--- config.mk ---
export PLATFORM = sky130hd
export DESIGN_NAME = emergency_stop_sequencer
export DESIGN_NICKNAME = d
export VERILOG_FILES = /design/src/verilog/estop_pkg.sv /design/src/verilog/emergency_stop_sequencer.sv
export SDC_FILE = /design/constraint.sdc
export NUM_CORES = 1
export LEC_CHECK = 0
export BUFFER_PORTS_ARGS = -buffer_cell sky130_fd_sc_hd__buf_2
export CORE_ASPECT_RATIO = 1.2
export CORE_MARGIN = 3
export CORE_UTILIZATION = 24
export CTS_CLUSTER_DIAMETER = 150
export DETAILED_ROUTE_END_ITERATION = 7
export SKIP_LAST_GASP = 1
export SLEW_MARGIN = 20
export SYNTH_ARGS = -nofsm -noshare
export SYNTH_HDL_FRONTEND = slang
export SYNTH_SLANG_ARGS = --single-unit
--- constraint.sdc ---
create_clock -name core_clk -period 11.2 [get_ports core_clk]
set_input_delay 0.56 -clock core_clk [delete_from_list [all_inputs] [get_ports core_clk]]
set_output_delay 0.56 -clock core_clk [all_outputs]
set_load 0.02 [all_outputs]
--- src/verilog/estop_pkg.sv ---
package estop_pkg;
   // core clock rate, kHz
   localparam int CLK_KHZ = 50_000;
   // cycles in one millisecond
   localparam int MS_CYC = CLK_KHZ;
   // least hold of the stop request
   localparam int STOP_QUAL_MS = 20;
   localparam int STOP_QUAL_CYC = STOP_QUAL_MS * MS_CYC;
   // reset press window, ms
   localparam int RESET_MIN_MS = 300;
   localparam int RESET_MAX_MS = 3000;
   localparam int RESET_MIN_CYC = RESET_MIN_MS * MS_CYC;
   localparam int RESET_MAX_CYC = RESET_MAX_MS * MS_CYC;
   // widths: address, data, speed, long counters
   localparam int AW = 8;
   localparam int DW = 16;
   localparam int CW = 28;
   // register byte offsets
   localparam logic [AW-1:0] OFS_CTRL = 8'h00;
   localparam logic [AW-1:0] OFS_ZLIM_EST = 8'h04;
   localparam logic [AW-1:0] OFS_ZLIM_ENC = 8'h08;
   localparam logic [AW-1:0] OFS_COAST = 8'h0C;
   localparam logic [AW-1:0] OFS_RESTART = 8'h10;
   localparam logic [AW-1:0] OFS_MONITOR = 8'h14;
   localparam logic [AW-1:0] OFS_EXTRA = 8'h18;
   localparam logic [AW-1:0] OFS_RAMP_A = 8'h1C;
   localparam logic [AW-1:0] OFS_RAMP_B = 8'h20;
   localparam logic [AW-1:0] OFS_RAMP_C = 8'h24;
   localparam logic [AW-1:0] OFS_STATUS = 8'h28;
   // control field positions
   localparam int CTRL_CAT1 = 0;
   localparam int CTRL_RAMP = 1;
   localparam int CTRL_ENC = 2;
   // reset values
   localparam logic [2:0] CTRL_RST = 3'h0;
   localparam logic [DW-1:0] ZLIM_RST = 16'h0032;
   localparam logic [DW-1:0] TIME_RST = 16'h03E8;
   localparam logic [DW-1:0] EXTRA_RST = 16'h0000;
   localparam logic [DW-1:0] RATE_RST = 16'h0001;
   localparam logic [DW-1:0] MARGIN_RST = 16'h0064;
   // sequencer states, gray along the path
   typedef enum logic [1:0] {
      ST_IDLE = 2'h0,
      ST_DECEL = 2'h1,
      ST_ZDELAY = 2'h3,
      ST_OFF = 2'h2
   } seq_state_t;
endpackage
--- src/verilog/emergency_stop_sequencer.sv ---
// Notes on behaviour
// - cat0 no encoder: torque-off, start both timers
// - restart delay over permits acknowledge
// - cat0 no encoder: coast expiry lights lamp
// - acknowledge releases torque-off, lamp off
// - cat1 time: stop starts monitor timer
// - below zero limit: drive torque-off, lamp
// - optional extra delay before torque-off
// - monitor expiry ignored once torque-off
// - monitor expiry above limit: trip, coast
// - after trip, lamp and acknowledge at coast
// - trip raises fault to the drive
// - cat1 ramp: stop starts ramp supervision
// - ramp zero reached: torque-off, stop, lamp
// - outside ramp window: trip, coast counter
// - after ramp trip, acknowledge at coast
// - cat0 encoder: restart timer only
// - cat0 encoder: lamp below encoder limit
// - reset accepted within window, stop released
// - emergency stop overrides, uses set zero
//
// The implementer's own choices: the register offsets and the plain strobed port.
`timescale 1ns/10ps
module emergency_stop_sequencer #(
   parameter int MS_CYCLES = estop_pkg::MS_CYC,
   parameter int STOP_QUAL_CYCLES = estop_pkg::STOP_QUAL_CYC,
   parameter int RESET_MIN_CYCLES = estop_pkg::RESET_MIN_CYC,
   parameter int RESET_MAX_CYCLES = estop_pkg::RESET_MAX_CYC
) (
   input wire logic core_clk,
   input wire logic rst,
   // register port
   input wire logic [estop_pkg::AW-1:0] regAddr,
   input wire logic [estop_pkg::DW-1:0] regWrData,
   input wire logic regWr,
   input wire logic regRd,
   output logic [estop_pkg::DW-1:0] regRdData,
   // buttons, asynchronous pins
   input wire logic stopButton,
   input wire logic resetButton,
   // speed from estimator or encoder, same clock
   input wire logic [estop_pkg::DW-1:0] motorSpeed,
   // internal emergency safe-stop request
   input wire logic emergencySafeStop,
   // outputs
   output logic moduleTorqueOff,
   output logic driveTorqueOff,
   output logic stopLamp,
   output logic driveFault,
   output logic stopRampSetZero
);
   import estop_pkg::*;

   // long counter limits at counter width, ms prescaler limit at data width
   localparam logic [CW-1:0] QUAL_LIM = CW'(STOP_QUAL_CYCLES);
   localparam logic [CW-1:0] RMIN_LIM = CW'(RESET_MIN_CYCLES);
   localparam logic [CW-1:0] RMAX_LIM = CW'(RESET_MAX_CYCLES);
   localparam logic [DW-1:0] MS_LAST = DW'(MS_CYCLES - 1);

   // whole module state
   typedef struct packed {
      logic s1Stop;            // synchroniser stage one
      logic s2Stop;            // synchroniser stage two
      logic s1Rst;
      logic s2Rst;
      logic [CW-1:0] qualCnt;  // stop hold time
      logic [CW-1:0] rstCnt;   // reset hold time
      logic [DW-1:0] msCnt;    // millisecond prescaler
      logic [DW-1:0] seqMs;    // ms since stop
      logic [DW-1:0] phaseMs;  // ms since zero, trip or cat0 stop
      logic [DW-1:0] startSpeed;
      seq_state_t st;
      logic tripped;           // monitoring limit hit
      logic emergRamp;         // emergency ramp set in use
      logic ackOk;             // acknowledge permitted
      logic lamp;
      logic modTo;
      logic drvTo;
      logic fault;
      logic [DW-1:0] rdData;
      logic [2:0] ctrl;        // category, ramp, encoder
      logic [DW-1:0] zEst;
      logic [DW-1:0] zEnc;
      logic [DW-1:0] coastT;
      logic [DW-1:0] restartT;
      logic [DW-1:0] monT;
      logic [DW-1:0] extraT;
      logic [DW-1:0] rampRate; // set one, per ms
      logic [DW-1:0] rampMargin;
      logic [DW-1:0] emergRate; // set zero, per ms
   } state_t;

   state_t s;
   state_t next_s;

   // saturating millisecond increment
   function automatic logic [DW-1:0] satInc(input logic [DW-1:0] v);
      satInc = (v == {DW{1'b1}}) ? v : v + 16'h0001;
   endfunction

   // ceiling of the ramp window after ms elapsed
   function automatic logic [32:0] rampCeil(
      input logic [DW-1:0] start,
      input logic [DW-1:0] margin,
      input logic [DW-1:0] rate,
      input logic [DW-1:0] ms
   );
      logic [32:0] top;
      logic [32:0] drop;
      // 33 bits so start plus margin never wraps
      top = {17'h0_0000, start} + {17'h0_0000, margin};
      // full-width product; a 16-bit one would wrap on long ramps
      drop = {17'h0_0000, rate} * {17'h0_0000, ms};
      rampCeil = (drop >= top) ? 33'h0_0000_0000 : top - drop;
   endfunction

   // decoded views of the state
   logic stopValid;
   logic msTick;
   logic enc;
   logic cat1;
   logic rampMode;
   logic [DW-1:0] zLim;
   logic belowZero;
   logic coastDone;
   logic rampOut;
   logic [DW-1:0] rate;

   // combinational next state
   always_comb begin
      next_s = s;
      // two-flop synchronisers for the buttons
      // pins are asynchronous; only the second stage is read
      next_s.s1Stop = stopButton;
      next_s.s2Stop = s.s1Stop;
      next_s.s1Rst = resetButton;
      next_s.s2Rst = s.s1Rst;

      enc = s.ctrl[CTRL_ENC];
      cat1 = s.ctrl[CTRL_CAT1];
      rampMode = s.ctrl[CTRL_RAMP];
      zLim = enc ? s.zEnc : s.zEst;
      belowZero = motorSpeed < zLim;
      // coasting finished: timer, or measured speed
      coastDone = enc ? (motorSpeed < s.zEnc) : (s.phaseMs >= s.coastT);
      // emergency set replaces the normal ramp
      rate = s.emergRamp ? s.emergRate : s.rampRate;
      // ramp window: speed above the falling ceiling is a trip
      rampOut = {17'h0_0000, motorSpeed} >
         rampCeil(s.startSpeed, s.rampMargin, rate, s.seqMs);

      // stop counts only after a steady hold
      // a short bounce never reaches the limit and is dropped
      if (!s.s2Stop) begin
         next_s.qualCnt = '0;
      end else if (s.qualCnt != QUAL_LIM) begin
         next_s.qualCnt = s.qualCnt + 28'h000_0001;
      end
      stopValid = (s.qualCnt == QUAL_LIM);

      // millisecond tick for all user timers
      // user timers count whole milliseconds, so a setting is
      // accurate to one millisecond at worst
      msTick = (s.msCnt == MS_LAST);
      next_s.msCnt = msTick ? '0 : s.msCnt + 16'h0001;
      if (msTick) begin
         next_s.seqMs = satInc(s.seqMs);
         next_s.phaseMs = satInc(s.phaseMs);
      end

      // reset press length, saturates past the window
      // counting past the maximum marks a press that was too long
      if (s.s2Rst) begin
         if (s.rstCnt <= RMAX_LIM) begin
            next_s.rstCnt = s.rstCnt + 28'h000_0001;
         end
      end else begin
         next_s.rstCnt = '0;
      end

      // configuration writes only while idle
      // refusing writes outside idle keeps a running stop on the
      // settings it started with
      if (regWr && s.st == ST_IDLE) begin
         case (regAddr)
            OFS_CTRL: next_s.ctrl = regWrData[2:0];
            OFS_ZLIM_EST: next_s.zEst = regWrData;
            OFS_ZLIM_ENC: next_s.zEnc = regWrData;
            OFS_COAST: next_s.coastT = regWrData;
            OFS_RESTART: next_s.restartT = regWrData;
            OFS_MONITOR: next_s.monT = regWrData;
            OFS_EXTRA: next_s.extraT = regWrData;
            OFS_RAMP_A: next_s.rampRate = regWrData;
            OFS_RAMP_B: next_s.rampMargin = regWrData;
            OFS_RAMP_C: next_s.emergRate = regWrData;
            // unmapped or read-only: ignored
            default: next_s.ctrl = s.ctrl;
         endcase
      end

      // read data stands only in the cycle after the strobe
      next_s.rdData = '0;
      if (regRd) begin
         case (regAddr)
            OFS_CTRL: next_s.rdData = {13'h0000, s.ctrl};
            OFS_ZLIM_EST: next_s.rdData = s.zEst;
            OFS_ZLIM_ENC: next_s.rdData = s.zEnc;
            OFS_COAST: next_s.rdData = s.coastT;
            OFS_RESTART: next_s.rdData = s.restartT;
            OFS_MONITOR: next_s.rdData = s.monT;
            OFS_EXTRA: next_s.rdData = s.extraT;
            OFS_RAMP_A: next_s.rdData = s.rampRate;
            OFS_RAMP_B: next_s.rdData = s.rampMargin;
            OFS_RAMP_C: next_s.rdData = s.emergRate;
            OFS_STATUS: next_s.rdData = {6'h00, s.st, s.ackOk, s.lamp,
               s.tripped, s.emergRamp, s.fault, s.drvTo, s.modTo, s.s2Stop};
            // unmapped reads as zero
            default: next_s.rdData = '0;
         endcase
      end

      // stop sequencer
      case (s.st)
         ST_IDLE: begin
            // timers held at zero until a stop begins
            next_s.msCnt = '0;
            next_s.seqMs = '0;
            next_s.phaseMs = '0;
            // start speed captured each idle cycle for the ramp window
            next_s.startSpeed = motorSpeed;
            if (stopValid || emergencySafeStop) begin
               next_s.emergRamp = emergencySafeStop;
               if (cat1 || emergencySafeStop) begin
                  // monitor timer or ramp window runs on seqMs
                  next_s.st = ST_DECEL;
               end else begin
                  // category 0: torque off at once; coast and
                  // restart timers both start from zero here
                  next_s.st = ST_OFF;
                  next_s.modTo = 1'b1;
                  next_s.drvTo = 1'b1;
               end
            end
         end
         ST_DECEL: begin
            // drive is braking along its ramp
            if (emergencySafeStop) begin
               next_s.emergRamp = 1'b1;
            end
            // zero speed is checked first, so reaching it in the same
            // cycle as the monitor limit counts as a clean stop
            if (belowZero) begin
               // speed reached zero limit inside the limits
               next_s.st = ST_ZDELAY;
               next_s.msCnt = '0;
               next_s.phaseMs = '0;
            end else if ((!rampMode && s.seqMs >= s.monT) ||
                  (rampMode && rampOut)) begin
               // limit hit: coast out with a drive fault
               next_s.st = ST_OFF;
               next_s.modTo = 1'b1;
               next_s.drvTo = 1'b1;
               next_s.tripped = 1'b1;
               next_s.fault = 1'b1;
               next_s.msCnt = '0;
               next_s.phaseMs = '0;
            end
         end
         ST_ZDELAY: begin
            // optional hold before torque-off; monitor is
            // no longer consulted, speed already at zero
            if (s.phaseMs >= s.extraT) begin
               next_s.st = ST_OFF;
               next_s.drvTo = 1'b1;
               next_s.lamp = 1'b1;
            end
         end
         ST_OFF: begin
            // torque is off; decide lamp and acknowledge
            if (s.tripped) begin
               next_s.ackOk = coastDone;
               next_s.lamp = s.lamp | coastDone;
            end else if (cat1) begin
               next_s.ackOk = 1'b1;
            end else begin
               // category 0: restart delay allows fly-start
               next_s.ackOk = s.seqMs >= s.restartT;
               next_s.lamp = s.lamp | coastDone;
            end
            // accept on release of a press inside the window
            // stop must be released first; a held press never releases
            if (!s.s2Rst && s.rstCnt >= RMIN_LIM &&
                  s.rstCnt <= RMAX_LIM && !s.s2Stop && s.ackOk) begin
               next_s.st = ST_IDLE;
               next_s.modTo = 1'b0;
               next_s.drvTo = 1'b0;
               next_s.lamp = 1'b0;
               next_s.fault = 1'b0;
               next_s.tripped = 1'b0;
               next_s.emergRamp = 1'b0;
               next_s.ackOk = 1'b0;
            end
         end
         // unreachable code points fall back to safe stop
         default: begin
            next_s.st = ST_OFF;
            next_s.modTo = 1'b1;
            next_s.drvTo = 1'b1;
         end
      endcase
   end

   // state register
   // asynchronous reset so the state is known before the clock runs
   always_ff @(posedge core_clk or posedge rst) begin
      if (rst) begin
         s <= '0;
         s.st <= ST_IDLE;
         s.ctrl <= CTRL_RST;
         s.zEst <= ZLIM_RST;
         s.zEnc <= ZLIM_RST;
         s.coastT <= TIME_RST;
         s.restartT <= TIME_RST;
         s.monT <= TIME_RST;
         s.extraT <= EXTRA_RST;
         s.rampRate <= RATE_RST;
         s.rampMargin <= MARGIN_RST;
         s.emergRate <= RATE_RST;
      end else begin
         s <= next_s;
      end
   end

   // outputs straight from state flops
   // no logic after the flops, so no glitch reaches a pin
   assign regRdData = s.rdData;
   assign moduleTorqueOff = s.modTo;
   assign driveTorqueOff = s.drvTo;
   assign stopLamp = s.lamp;
   assign driveFault = s.fault;
   assign stopRampSetZero = s.emergRamp;
endmodule

==> flow_metrics.tcl <==
set metrics [dict create \
    reg2reg_from "stopRampSetZero$_DFFE_PP0P_" \
    hold_path_class "in2reg" \
    end_kind "register" \
    die_x_um 310 \
    clock_sinks 295 \
    hold_path.startpoint "stopButton" \
    min_path_cells 1 \
    drt_iter0_markers 1564 \
    leakagePower_nw 13.8 \
    initial_core_util 0.242 \
    critPathTopFamily "adder cells" \
    dp.cells 4182 \
    hold_violations 0 \
    cts_buffers 30 \
    core_area_sq_um 110000 \
    path_buf_inv 7 \
    num-fill-cells 11600 \
    synth_common_cells "inv_1, dfrtp_1, ha_1, nand2_1, fa_1" \
    drive_gt1_frac 0.145 \
    skew_ns 0.0103 \
    p_per_area_nw_per_um2 114 \
    clockBufferDepth 3 \
    ys.flop_type "dfrtp_1" \
    slew_violations 0 \
    vdd_drop_max_mv 0.103 \
    grt_pass1_wl_um 124000 \
    htreeDepth 1 \
    crit_required_ns 11.65 \
    r2r_slack_ns 0.53 \
    avgSynthCellArea_sq_um 9.62 \
    wl_per_cell_um 18.9 \
    cpMaxStageDelayCell "fa_1" \
    startpoint_type "register" \
    utilization 0.271 \
    viasPerCell 4.86 \
    worstSetupPathType "reg2reg" \
    synthArstFlopShare 1.00 \
    slew_headroom 0.207 \
    synth_edf_count 0 \
    pin_count 68 \
    grt_pass1_vias 21000 \
    clk_pin_slew_ns 0.06 \
    grt_overflow_total 0 \
    cts.hold.buffers_added 0 \
    synthTopCellsByArea "dfrtp_1, fa_1, ha_1" \
    drv_cap 0 \
    die_h_um 371 \
    die_area_sq_um 115000 \
    fin_cells 4246 \
    globalplace.congestion 0.927 \
    synth_area_leader_cell "dfrtp_1" \
    cp.depth 43 \
    r2r_cells 43 \
    fin_nets 3303 \
    synth_most_common_cell "inv_1" \
    grt_max_degree 180 \
    place_area_sq_um 28600 \
    timing.final.crit_period_ns 10.67 \
    ys_seq_elements 295 \
    crit_top_cell "fa_1" \
    cts_tree "done" \
    setup_viol 0 \
    vias 20600 \
    setup_ws_ns 0.529 \
    cp_slowest_stage_delay_ns 0.55 \
    synthCells 2762 \
    post-route-period-util 0.953 \
    ys_types 77 \
    seq_area_frac_synth 0.279 \
    drt_pass1_iterations 6 \
    hold_end "next_s[294]$_DFF_PP0_" \
    syn_to_final_growth_pct 12.0 \
    antenna_left 0 \
    portBuffers 67 \
    reg2reg_to "s[170]$_DFFE_PP0P_" \
    std_cell_rows 133 \
    status "completed" \
    arrival_ns 11.12 \
    synth_top_area_share 0.251 \
    yosysWarningCount 0 \
    insertion_delay_ns 0.58 \
    worstMarginPinSlew_ns 1.19 \
    synthesis.area_sq_um 26600 \
    wl_um 80100 \
    post-dp-hpwl_um 62600 \
    fmax_mhz 93.7 \
    grt_usage 0.139 \
    critPathMaxFanout 12 \
    antenna_found_initial 11 \
    synth_nets 3263 \
    rsz0062_at_grt "false" \
    finalInstanceArea_sq_um 29700 \
    clock-root-buffer "clkbuf_16" \
    post-place-ws_ns -0.0536 \
    drc 0 \
]
==> per-layer routing <==
metal  GRT usage  wire length (um)  part of all wire  vias up
li1            -                 -                 -     9435
met1       0.172             32600              0.41    10400
met2       0.242             39200              0.49      620
met3      0.0231              5190             0.065      154
met4      0.0501              3080             0.038        8
met5           0                57           0.00071        -
==> layout make-up <==
class	count	area (sq um)	area share
diodes	4	10.0	0.000336
flip-flops and latches	295	7420	0.249
repair buffers	120	783	0.0263
multi-input cells	2001	17400	0.584
clock inverters	8	121	0.00408
clock buffers	47	926	0.0311
well taps	1417	1770	0.0596
inverters	354	1340	0.0449
==> cell usage in the layout, fill, tap and decap left out, types with 8 or more instances in the layout <==
| master | count |
|---|---|
| or3_1 | 27 |
| nand2b_1 | 14 |
| o21ai_0 | 73 |
| mux2_2 | 179 |
| ha_1 | 258 |
| inv_1 | 353 |
| nor4_1 | 9 |
| nor2b_1 | 17 |
| and3_1 | 19 |
| a22o_1 | 22 |
| clkbuf_16 | 32 |
| o21a_1 | 27 |
| o31ai_1 | 9 |
| xnor2_1 | 69 |
| a22oi_1 | 25 |
| a21oi_1 | 103 |
| buf_4 | 48 |
| nor2_1 | 164 |
| nor3_1 | 33 |
| clkbuf_8 | 9 |
| nand3_1 | 50 |
| a21o_1 | 35 |
| xor2_1 | 49 |
| a222oi_1 | 9 |
| nand4_1 | 31 |
| buf_2 | 67 |
| and2_1 | 130 |
| nor3_2 | 8 |
| mux2i_1 | 27 |
| and4_1 | 9 |
| nand2_1 | 253 |
| o211ai_1 | 12 |
| a211oi_1 | 12 |
| dfrtp_1 | 265 |
| dfstp_2 | 29 |
| fa_1 | 196 |
| a221oi_1 | 23 |
| a31oi_1 | 17 |
==> cells by family (layout without fill, tap and decap cells) <==
kind of cell / after synthesis / count (layout) / synth area share
DFF: 295 / 295 / 0.279
xor gates and xnor gates: 118 / 118 / 0.0389
and+or+nand+nor: 794 / 794 / 0.147
buffers and inverters: 466 / 529 / 0.0686
AOI/OAI and AO/OA: 426 / 426 / 0.110
adders and majority gates: 454 / 454 / 0.269
other: 0 / 4 / 0
muxes: 209 / 209 / 0.0873
==> stage by stage <==
stage | hold WS (ns) | setup TNS, ns | total power [mW]
3_3_place_gp | 0.347 | 0 | 2.28
3_5_place_dp | 0.342 | -0.133 | 2.29
4_1_cts | 0.0746 | 0 | 3.37
6_report | 0.0963 | 0 | 3.38
2_1_floorplan | 0.331 | 0 | 1.98
5_1_grt | 0.0788 | 0 | 3.57
==> worst max path at each step <==
stage / from / to / slack, ns
2_1_floorplan: stopRampSetZero$_DFFE_PP0P_ / s[170]$_DFFE_PP0P_ / 0.21
3_3_place_gp: stopRampSetZero$_DFFE_PP0P_ / s[190]$_DFF_PP0_ / 0.13
3_5_place_dp: stopRampSetZero$_DFFE_PP0P_ / s[190]$_DFF_PP0_ / -0.05
4_1_cts: stopRampSetZero$_DFFE_PP0P_ / s[190]$_DFF_PP0_ / 0.006
5_1_grt: stopRampSetZero$_DFFE_PP0P_ / s[190]$_DFF_PP0_ / 0.02
6_report: stopRampSetZero$_DFFE_PP0P_ / s[170]$_DFFE_PP0P_ / 0.53
==> what timing repair did <==
item	4_1_cts	5_1_grt
pin swaps	0	4
endpoints found under the setup margin	33	37
setup buffers	0	4
gates cloned	0	1
resized for setup	2	9
==> state kept, by name, summed over array words and instances, names as in the netlist <==
name,count
s,270
regRdData,16
next_s,2
cat1,1
driveTorqueOff,1
enc,1
moduleTorqueOff,1
rampMode,1
stopLamp,1
stopRampSetZero,1
==> worst reg2reg max path, delay by kind of cell (launching register included) <==
| kind | cells | cell delay [ns] |
|---|---|---|
| AOI/OAI and AO/OA | 13 | 3.14 |
| adders and majority gates | 9 | 3.89 |
| muxes | 2 | 0.77 |
| xor gates and xnor gates | 1 | 0.14 |
| and+or+nand+nor | 11 | 1.40 |
| DFF | 1 | 0.44 |
| buffers and inverters | 7 | 0.73 |
==> report_power, final <==
group | total [mW] | internal, mW | leakage (nW) | switching, mW
clock network | 1.07 | 0.634 | 0.514 | 0.438
logic | 1.09 | 0.459 | 9.32 | 0.632
registers | 1.22 | 1.14 | 3.93 | 0.0786
Power figures use the tool's default switching activity.
